==> config.mk <==
export PLATFORM = sky130hd
export DESIGN_NAME = sca_sysctl
export DESIGN_NICKNAME = d
export VERILOG_FILES = /design/src/rtl/sca_pkg.sv /design/src/rtl/sca_sync3.sv /design/src/rtl/sca_pend_bit.sv /design/src/rtl/sca_sysctl.sv
export SDC_FILE = /design/constraint.sdc
export NUM_CORES = 1
export LEC_CHECK = 0
export BUFFER_PORTS_ARGS = -buffer_cell sky130_fd_sc_hd__buf_2
export CAP_MARGIN = 20
export CORE_AREA = 2 2 67 69
export CTS_BUF_LIST = sky130_fd_sc_hd__clkbuf_8
export DETAILED_ROUTE_END_ITERATION = 12
export DIE_AREA = 0 0 69 71
export MAX_ROUTING_LAYER = met4
export PLACE_DENSITY_LB_ADDON = 0.05
export SLEW_MARGIN = 20
export SYNTH_ARGS = -nofsm -noshare
export SYNTH_HDL_FRONTEND = slang
export SYNTH_HIERARCHICAL = 1
export SYNTH_SLANG_ARGS = --single-unit
==> constraint.sdc <==
create_clock -name core_clk -period 1.05 [get_ports core_clk]
set_input_delay 0.0525 -clock core_clk [delete_from_list [all_inputs] [get_ports core_clk]]
set_output_delay 0.0525 -clock core_clk [all_outputs]
set_load 0.05 [all_outputs]
==> src/rtl/sca_pkg.sv <==
package sca_pkg;
	// ------------------------------------------------------------
	// bus geometry and register offsets
	// ------------------------------------------------------------
	localparam int ADDR_W = 12;
	localparam int DATA_W = 32;
	localparam int STRB_W = 4;
	localparam logic [ADDR_W-1:0] AUX_OFS = 12'h008;
	localparam logic [ADDR_W-1:0] ID_OFS = 12'hD00;
	localparam logic [ADDR_W-1:0] ICS_OFS = 12'hD04;
	localparam logic [STRB_W-1:0] STRB_ALL = 4'hF;
	localparam logic [DATA_W-1:0] WORD_ZERO = 32'h0000_0000;

	// ------------------------------------------------------------
	// auxiliary disable control fields
	// ------------------------------------------------------------
	localparam int AUX_OOO_BIT = 9;
	localparam int AUX_FPCA_BIT = 8;
	localparam int AUX_FOLD_BIT = 2;
	localparam int AUX_WBUF_BIT = 1;
	localparam int AUX_MCYC_BIT = 0;
	localparam logic [DATA_W-1:0] AUX_RESET = 32'h0000_0000;

	// ------------------------------------------------------------
	// identity fields
	// ------------------------------------------------------------
	localparam int ID_IMPL_LSB = 24;
	localparam int ID_VAR_LSB = 20;
	localparam int ID_CONST_LSB = 16;
	localparam int ID_PART_LSB = 4;
	localparam int ID_REV_LSB = 0;
	localparam logic [3:0] ID_CONST_VAL = 4'hF;

	// ------------------------------------------------------------
	// interrupt control and state fields
	// ------------------------------------------------------------
	localparam int ICS_NMI_SET = 31;
	localparam int ICS_PSV_SET = 28;
	localparam int ICS_PSV_CLR = 27;
	localparam int ICS_TCK_SET = 26;
	localparam int ICS_TCK_CLR = 25;
	localparam int ICS_ISR_PEND = 22;
	localparam int ICS_VPEND_LSB = 12;
	localparam int ICS_RET_BASE = 11;
	localparam int ICS_VACT_LSB = 0;
	localparam int VECT_W = 9;

	// ------------------------------------------------------------
	// pending slots
	// ------------------------------------------------------------
	localparam int PEND_NMI = 0;
	localparam int PEND_PSV = 1;
	localparam int PEND_TCK = 2;
	localparam int PEND_N = 3;

	typedef enum logic [1:0] {SCA_REG_NONE, SCA_REG_AUX, SCA_REG_ID, SCA_REG_ICS} sca_reg_t;

	typedef struct packed {
		logic fp_out_of_order_disable;
		logic fp_context_auto_update_disable;
		logic if_then_overlap_disable;
		logic default_map_write_buffer_off;
		logic multi_cycle_interrupt_block;
	} sca_aux_t;

	typedef struct packed {
		logic [VECT_W-1:0] vect_active;
		logic ret_to_base;
		logic [VECT_W-1:0] vect_pending;
		logic isr_pending;
	} sca_stat_t;

	typedef struct packed {
		logic nmi;
		logic pendable_service_call;
		logic system_tick_timer;
	} sca_entry_t;
endpackage : sca_pkg

==> src/rtl/sca_sync3.sv <==
// ------------------------------------------------------------
// three-stage synchroniser with agreement filter
// ------------------------------------------------------------
module sca_sync3 (
	input wire logic core_clk,
	input wire logic rst_n,
	input wire logic async_in,
	output logic level_q
);
	logic meta_q;
	logic s2_q;
	logic s3_q;

	// shift chain; meta_q feeds only s2_q
	always_ff @(posedge core_clk or negedge rst_n) begin
		if (!rst_n) begin
			meta_q <= 1'b0;
			s2_q <= 1'b0;
			s3_q <= 1'b0;
		end else begin
			meta_q <= async_in;
			s2_q <= meta_q;
			s3_q <= s2_q;
		end
	end

	// accept a new level once stages two and three agree
	always_ff @(posedge core_clk or negedge rst_n) begin
		if (!rst_n) begin
			level_q <= 1'b0;
		end else if (s2_q == s3_q) begin
			level_q <= s3_q;
		end
	end
endmodule : sca_sync3

==> src/rtl/sca_pend_bit.sv <==
// ------------------------------------------------------------
// sticky pending flag, set wins over clear
// ------------------------------------------------------------
module sca_pend_bit (
	input wire logic core_clk,
	input wire logic rst_n,
	input wire logic set,
	input wire logic clr,
	output logic pend_q
);
	// an event in the clearing cycle is kept
	always_ff @(posedge core_clk or negedge rst_n) begin
		if (!rst_n) begin
			pend_q <= 1'b0;
		end else if (set) begin
			pend_q <= 1'b1;
		end else if (clr) begin
			pend_q <= 1'b0;
		end
	end
endmodule : sca_pend_bit

==> src/rtl/sca_sysctl.sv <==
// Functional notes
// - aux bit 9 set keeps floating-point completion in order with integer.
// - aux bit 8 set stops automatic update of the fp context active flag.
// - aux bits 9 and 8 exist only when an fpu is present.
// - aux bit 2 written one disables if-then overlap with first block instruction.
// - with folding enabled, first if-then block instruction may overlap the if-then.
// - aux bit 1 one bypasses default-map write buffering, making bus faults precise.
// - write-buffer disable affects only buffers inside the core.
// - aux bit 0 one makes load/store multiple uninterruptible before stacking.
// - identity is read-only: implementer, constant 0xF, part number fields.
// - identity reports 4-bit variant in 23:20 and patch revision in 3:0.
// - status register reports active vector, preemption, pending vector, any pending.
// - separate set and clear pending bits for service call and tick.
// - write one to bit 31 pends nmi, zero no effect, reads pending state.
// - nmi handler entry clears the bit; reassertion during handler sets it.
module sca_sysctl #(
	parameter bit FPU_PRESENT = 1'b1,
	parameter logic [7:0] IMPLEMENTER = 8'h5A, // arbitrary value
	parameter logic [3:0] VARIANT = 4'h1, // arbitrary value
	parameter logic [11:0] PART_NUMBER = 12'h3B7, // arbitrary value
	parameter logic [3:0] REVISION = 4'h2 // arbitrary value
) (
	input wire logic core_clk,
	input wire logic rst_n,
	input wire logic [sca_pkg::ADDR_W-1:0] paddr,
	input wire logic psel,
	input wire logic penable,
	input wire logic pwrite,
	input wire logic [sca_pkg::DATA_W-1:0] pwdata,
	input wire logic [sca_pkg::STRB_W-1:0] pstrb,
	output logic [sca_pkg::DATA_W-1:0] prdata,
	output logic pready,
	output logic pslverr,
	input wire logic nmi_pin,
	input wire sca_pkg::sca_stat_t core_stat,
	input wire sca_pkg::sca_entry_t handler_entry,
	input wire logic fpca_set_req,
	output logic fpca_update_en,
	output sca_pkg::sca_aux_t aux_ctrl,
	output logic [sca_pkg::PEND_N-1:0] pend
);
	// ------------------------------------------------------------
	// elaboration checks
	// ------------------------------------------------------------
	if (sca_pkg::ADDR_W < 12) begin : g_chk
		$error("address width too small for register map");
	end
	// read mux and byte-lane logic assume one 32-bit word of four lanes
	if (sca_pkg::DATA_W != 32 || sca_pkg::STRB_W * 8 != sca_pkg::DATA_W) begin : g_chk_data
		$error("data bus must be 32 bits with one strobe per byte");
	end
	// status vectors must not run into their neighbouring fields
	if (sca_pkg::ICS_VPEND_LSB + sca_pkg::VECT_W > sca_pkg::ICS_ISR_PEND ||
		sca_pkg::ICS_VACT_LSB + sca_pkg::VECT_W > sca_pkg::ICS_RET_BASE) begin : g_chk_vect
		$error("status vector width overlaps neighbouring fields");
	end

	// ------------------------------------------------------------
	// decode helpers
	// ------------------------------------------------------------
	// word-aligned offset to register select
	function automatic sca_pkg::sca_reg_t reg_of(input logic [sca_pkg::ADDR_W-1:0] a);
		sca_pkg::sca_reg_t r;
		r = sca_pkg::SCA_REG_NONE;
		if (a == sca_pkg::AUX_OFS) begin
			r = sca_pkg::SCA_REG_AUX;
		end else if (a == sca_pkg::ID_OFS) begin
			r = sca_pkg::SCA_REG_ID;
		end else if (a == sca_pkg::ICS_OFS) begin
			r = sca_pkg::SCA_REG_ICS;
		end
		return r;
	endfunction : reg_of

	// byte strobes widened to a bit mask
	function automatic logic [sca_pkg::DATA_W-1:0] strb_mask(input logic [sca_pkg::STRB_W-1:0] s);
		logic [sca_pkg::DATA_W-1:0] m;
		m = sca_pkg::WORD_ZERO;
		for (int i = 0; i < sca_pkg::STRB_W; i++) begin
			m[i*8 +: 8] = {8{s[i]}};
		end
		return m;
	endfunction : strb_mask

	// register word to control set; fp bits only exist with an fpu
	function automatic sca_pkg::sca_aux_t aux_pack(input logic [sca_pkg::DATA_W-1:0] w);
		sca_pkg::sca_aux_t a;
		a.fp_out_of_order_disable = FPU_PRESENT && w[sca_pkg::AUX_OOO_BIT];
		a.fp_context_auto_update_disable = FPU_PRESENT && w[sca_pkg::AUX_FPCA_BIT];
		a.if_then_overlap_disable = w[sca_pkg::AUX_FOLD_BIT];
		a.default_map_write_buffer_off = w[sca_pkg::AUX_WBUF_BIT];
		a.multi_cycle_interrupt_block = w[sca_pkg::AUX_MCYC_BIT];
		return a;
	endfunction : aux_pack

	sca_pkg::sca_reg_t sel_reg;
	logic setup_ph;
	logic access_ph;
	logic wr_acc;
	logic [sca_pkg::DATA_W-1:0] wbits;
	logic aux_wr;
	logic ics_wr;

	// ------------------------------------------------------------
	// apb phase and write qualification
	// ------------------------------------------------------------
	assign sel_reg = reg_of(paddr);
	assign setup_ph = psel && !penable;
	assign access_ph = psel && penable;
	assign wr_acc = access_ph && pwrite;
	assign wbits = pwdata & strb_mask(pstrb);
	assign aux_wr = wr_acc && (sel_reg == sca_pkg::SCA_REG_AUX);
	assign ics_wr = wr_acc && (sel_reg == sca_pkg::SCA_REG_ICS);
	// zero wait states: read data is staged during setup
	assign pready = 1'b1;
	// error on unmapped offsets and on writes to the identity word
	assign pslverr = access_ph && ((sel_reg == sca_pkg::SCA_REG_NONE) ||
		(pwrite && (sel_reg == sca_pkg::SCA_REG_ID)));

	// ------------------------------------------------------------
	// auxiliary disable controls
	// ------------------------------------------------------------
	logic [sca_pkg::STRB_W-1:0] aux_lane;
	sca_pkg::sca_aux_t aux_new;
	assign aux_lane = pstrb;
	assign aux_new = aux_pack(pwdata);

	// byte-lane write; reserved bits are never stored
	always_ff @(posedge core_clk or negedge rst_n) begin
		if (!rst_n) begin
			aux_ctrl <= aux_pack(sca_pkg::AUX_RESET);
		end else if (aux_wr) begin
			if (aux_lane[sca_pkg::AUX_OOO_BIT/8]) begin
				aux_ctrl.fp_out_of_order_disable <= aux_new.fp_out_of_order_disable;
				aux_ctrl.fp_context_auto_update_disable <= aux_new.fp_context_auto_update_disable;
			end
			if (aux_lane[sca_pkg::AUX_FOLD_BIT/8]) begin
				aux_ctrl.if_then_overlap_disable <= aux_new.if_then_overlap_disable;
				aux_ctrl.default_map_write_buffer_off <= aux_new.default_map_write_buffer_off;
				aux_ctrl.multi_cycle_interrupt_block <= aux_new.multi_cycle_interrupt_block;
			end
		end
	end

	// fp context flag update is only passed on while not disabled
	assign fpca_update_en = fpca_set_req && !aux_ctrl.fp_context_auto_update_disable;

	// ------------------------------------------------------------
	// nmi pin synchronisation and edge detect
	// ------------------------------------------------------------
	logic nmi_lvl;
	logic nmi_lvl_q;
	logic nmi_rise;

	sca_sync3 u_nmi_sync (
		.core_clk(core_clk),
		.rst_n(rst_n),
		.async_in(nmi_pin),
		.level_q(nmi_lvl)
	);

	// previous filtered level for rising-edge detection
	always_ff @(posedge core_clk or negedge rst_n) begin
		if (!rst_n) begin
			nmi_lvl_q <= 1'b0;
		end else begin
			nmi_lvl_q <= nmi_lvl;
		end
	end

	assign nmi_rise = nmi_lvl && !nmi_lvl_q;

	// ------------------------------------------------------------
	// pending flags for nmi, service call and tick
	// ------------------------------------------------------------
	logic [sca_pkg::PEND_N-1:0] set_v;
	logic [sca_pkg::PEND_N-1:0] clr_v;

	// software set, pin edge; handler entry and software clear
	assign set_v[sca_pkg::PEND_NMI] = (ics_wr && wbits[sca_pkg::ICS_NMI_SET]) || nmi_rise;
	assign clr_v[sca_pkg::PEND_NMI] = handler_entry.nmi;
	assign set_v[sca_pkg::PEND_PSV] = ics_wr && wbits[sca_pkg::ICS_PSV_SET];
	assign clr_v[sca_pkg::PEND_PSV] = (ics_wr && wbits[sca_pkg::ICS_PSV_CLR]) ||
		handler_entry.pendable_service_call;
	assign set_v[sca_pkg::PEND_TCK] = ics_wr && wbits[sca_pkg::ICS_TCK_SET];
	assign clr_v[sca_pkg::PEND_TCK] = (ics_wr && wbits[sca_pkg::ICS_TCK_CLR]) ||
		handler_entry.system_tick_timer;

	for (genvar g = 0; g < sca_pkg::PEND_N; g++) begin : g_pend
		sca_pend_bit u_pend (
			.core_clk(core_clk),
			.rst_n(rst_n),
			.set(set_v[g]),
			.clr(clr_v[g]),
			.pend_q(pend[g])
		);
	end

	// ------------------------------------------------------------
	// read data
	// ------------------------------------------------------------
	logic [sca_pkg::DATA_W-1:0] aux_rd;
	logic [sca_pkg::DATA_W-1:0] id_rd;
	logic [sca_pkg::DATA_W-1:0] ics_rd;
	logic [sca_pkg::DATA_W-1:0] rd_d;
	logic [sca_pkg::DATA_W-1:0] prdata_q;

	// reserved aux bits read zero
	always_comb begin
		aux_rd = sca_pkg::WORD_ZERO;
		aux_rd[sca_pkg::AUX_OOO_BIT] = aux_ctrl.fp_out_of_order_disable;
		aux_rd[sca_pkg::AUX_FPCA_BIT] = aux_ctrl.fp_context_auto_update_disable;
		aux_rd[sca_pkg::AUX_FOLD_BIT] = aux_ctrl.if_then_overlap_disable;
		aux_rd[sca_pkg::AUX_WBUF_BIT] = aux_ctrl.default_map_write_buffer_off;
		aux_rd[sca_pkg::AUX_MCYC_BIT] = aux_ctrl.multi_cycle_interrupt_block;
	end

	// fixed identity word
	always_comb begin
		id_rd = sca_pkg::WORD_ZERO;
		id_rd[sca_pkg::ID_IMPL_LSB +: 8] = IMPLEMENTER;
		id_rd[sca_pkg::ID_VAR_LSB +: 4] = VARIANT;
		id_rd[sca_pkg::ID_CONST_LSB +: 4] = sca_pkg::ID_CONST_VAL;
		id_rd[sca_pkg::ID_PART_LSB +: 12] = PART_NUMBER;
		id_rd[sca_pkg::ID_REV_LSB +: 4] = REVISION;
	end

	// status and pending view; clear bits read zero
	always_comb begin
		ics_rd = sca_pkg::WORD_ZERO;
		ics_rd[sca_pkg::ICS_NMI_SET] = pend[sca_pkg::PEND_NMI];
		ics_rd[sca_pkg::ICS_PSV_SET] = pend[sca_pkg::PEND_PSV];
		ics_rd[sca_pkg::ICS_TCK_SET] = pend[sca_pkg::PEND_TCK];
		ics_rd[sca_pkg::ICS_ISR_PEND] = core_stat.isr_pending;
		ics_rd[sca_pkg::ICS_VPEND_LSB +: sca_pkg::VECT_W] = core_stat.vect_pending;
		ics_rd[sca_pkg::ICS_RET_BASE] = core_stat.ret_to_base;
		ics_rd[sca_pkg::ICS_VACT_LSB +: sca_pkg::VECT_W] = core_stat.vect_active;
	end

	// select word for the addressed register
	always_comb begin
		rd_d = sca_pkg::WORD_ZERO;
		unique case (sel_reg)
			sca_pkg::SCA_REG_AUX: rd_d = aux_rd;
			sca_pkg::SCA_REG_ID: rd_d = id_rd;
			sca_pkg::SCA_REG_ICS: rd_d = ics_rd;
			sca_pkg::SCA_REG_NONE: rd_d = sca_pkg::WORD_ZERO;
		endcase
	end

	// stage read data in the setup cycle so it is flopped in access
	always_ff @(posedge core_clk or negedge rst_n) begin
		if (!rst_n) begin
			prdata_q <= sca_pkg::WORD_ZERO;
		end else if (setup_ph && !pwrite) begin
			prdata_q <= rd_d;
		end
	end

	assign prdata = prdata_q;
endmodule : sca_sysctl

==> out/metrics.csv <==
stage,metric,value,unit
clock_network,CTS tree,built,
pwr,Static Leak,1.48,nW
pwr,VDD IR max,0.000754,V
global_route,initial antenna violation count,0,
clock_network,cts bufs inserted,5,
finish,layout cell share with drive strength beyond 1,49.3,%
critical_path,crit path kind,input pin to flip-flop,
logic_synthesis,Yosys cell types,33,
clock_network,clk_lat worst skew,290,ps
outcome,violated checks,negative setup slack,
routing,first-pass detailed-route iteration total,4,
sta,# setup viols final,8,
logic_synthesis,Synth top area share,56.2,%
logic_synthesis,Synthesis Warnings,6,
finish,diode count,0,
min_path,Hold Path Class,input pin to flip-flop,
logic_synthesis,number of synthesized register bits,38,
outcome,outcome,finished with violations,
critical_path,CP Max Fanout,3,
die,Ports,121,
logic_synthesis,prevailing post-synth register cell,dfrtp_1,
logic_synthesis,top-count cell post-synth,dfrtp_1,
sta,FMAX,838,MHz
finish,register area,956,µm²
logic_synthesis,mapped cell area,0.00169,mm²
clock_network,clock root cell,clkbuf_8,
clock_network,"CTS clk-pin slew, worst paths",80,ps
routing,Routed wire per std cell,12.4,µm
die,CORE AREA,0.00420,mm²
finish,area of the multi-input gates,718,µm²
sta,Tcrit/Tclk final,114,%
critical_path,"Arr. time, crit path",1370,ps
sta,Final Hold Viols,0,
routing,DR vias,1561,
global_route,GRT overflow,0,
sta,Slew Limit Fails,0,
logic_synthesis,syn avg cell area,10.1,µm²
placement,I/O Buffers,91,
critical_path,CP required,1220,ps
pwr,pwr/cell area,1170,mW/mm²
finish,post-route cell area,0.00262,mm²
logic_synthesis,fraction of registers with async set/reset,100,%
logic_synthesis,synthesized instance count,167,
routing,Vias per Instance,4.65,
die,initial cell density of the core,40.3,%
sta,Final WS setup,-143,ps
routing,WL final,4.18,mm
sta,RSZ-0062 raised after global routing,yes,
global_route,first-pass GRT wire length,6.80,mm
clock_network,Max clock buf depth,2,
sta,clock skew,4.23,ps
global_route,largest net degree at the start of global routing,39,
routing,initial drt markers,65,
logic_synthesis,Synth area leader,dfrtp_1,
routing,# DRC,0,
clock_network,H-tree depth,2,
finish,fillers,379,
routing,Detail Route Antenna Nets,0,
global_route,vias in the first global route,1462,
logic_synthesis,Post-synth top cells,"dfrtp_1, nand2_1, o21ai_0",
run,MaxCap Viol Count,0,
die,# rows,24,
placement,Post-Place Setup Slack,-429,ps
logic_synthesis,register area share after synthesis,56.2,%
finish,Layout Nets,361,
placement,post-detail-place hpwl,2.98,mm
clock_network,Sink Count,38,
finish,Synth-to-Final Area Change,54.8,%
die,die footprint,0.00490,mm²
global_route,Overall Global Routing Usage,18.0,%
logic_synthesis,dominant cells by area after synthesis,"dfrtp_1, nand2_1, o21ai_0",
critical_path,nature of the critical path startpoint,input pin,
placement,DP Area,0.00229,mm²
logic_synthesis,Post-synth EDFFs,0,
placement,GPL Wtd Cong,0.751,
die,die width,69,µm
critical_path,crit end category,flip-flop,
sta,Final min period,1190,ps
die,Die Y,71,µm
critical path: stages:
cell and delay, ps:
buf_6 90, nor4_4 300, and4b_2 310, buf_6 110, and3_4 200, mux2_4 300
path summary, 6_finish.rpt:
kind | start | end | slack [ps] | cells past startpoint
min in group asynchronous | rst_n | prdata[7] | 250 | 3
min reg2reg | u_nmi_sync/meta_q | u_nmi_sync/s2_q | 350 | 0
max | paddr[9] | aux_ctrl[1] | -140 | 6
min | core_stat[3] | prdata[14] | 10 | 3
max reg2reg | aux_ctrl[3] | aux_ctrl[3] | 130 | 2
max in group asynchronous | rst_n | prdata[8] | 590 | 3
timing repair:
action,in CTS,in global routing
buffers inserted,2,1
resized for setup,16,15
endpoints found under the hold margin,47,0
hold buffers,10,0
setup endpoints to repair,12,14
pin swaps,5,4
cloned,0,0
kinds of logic after synthesis:
logic type	Yosys count	synth area share (%)
AND/OR/NAND/NOR	66	19.4
flip-flops	38	56.2
AO/OA/AOI/OAI	35	12.9
buffers and inverters	20	6.43
multiplexers	5	3.99
other	2	0.444
adder cells (fa/ha/maj)	1	0.665
per-stage QoR:
stage	hold WS, ps	utilization, %	total power, mW	setup TNS (ps)	cells
after floorplan	-243	-	1.68	-1180	171
after global placement	35.5	54.4	1.85	-6700	315
after detailed placement	34.2	54.4	1.86	-7330	315
after CTS	6.67	61.4	3.10	-883	335
after global routing	25.2	62.3	3.20	-1490	336
final	12.2	62.3	3.07	-867	336
cell type report:
cell class | instances | share of cell area, %
flip-flops and latches | 38 | 36.5
repair buffers | 119 | 28.7
multi-input cells | 113 | 27.4
clock buffers | 5 | 2.63
well taps | 52 | 2.48
clock inverters | 3 | 1.43
inverters | 6 | 0.860
flip-flops by register name, summed over array words and instances (netlist names):
signal and flops:
prdata 25, aux_ctrl 5, g_pend.u_pend/pend_q 3, nmi_lvl_q 1, u_nmi_sync/level_q 1, u_nmi_sync/meta_q 1
u_nmi_sync/s2_q 1, u_nmi_sync/s3_q 1
where the power goes:
group	total, mW	leakage [nW]	internal, mW	switching, mW
logic	0.390	0.906	0.180	0.210
registers	1.49	0.511	1.48	0.0120
clock network	1.19	0.0607	0.691	0.495
metal layers:
layer | track usage, % | routed length (µm)
met1 | 22.6 | 1860
met2 | 28.5 | 1980
met3 | 4.56 | 256
met4 | 6.32 | 87
met5 | - | 0
cell usage in the layout, fill, tap and decap left out, types with 3 or more instances in the layout:
| cell | count |
|---|---|
| and3_4 | 3 |
| nor2_1 | 13 |
| dlygate4sd3_1 | 10 |
| clkbuf_8 | 5 |
| inv_1 | 8 |
| o21ai_1 | 5 |
| mux2_4 | 5 |
| conb_1 | 6 |
| dfrtp_2 | 4 |
| dfrtp_1 | 34 |
| buf_6 | 7 |
| o21ai_0 | 15 |
| nand2_1 | 31 |
| buf_4 | 15 |
| buf_2 | 85 |
| a21o_1 | 6 |
Note: power is estimated with default switching activity, not from simulation.
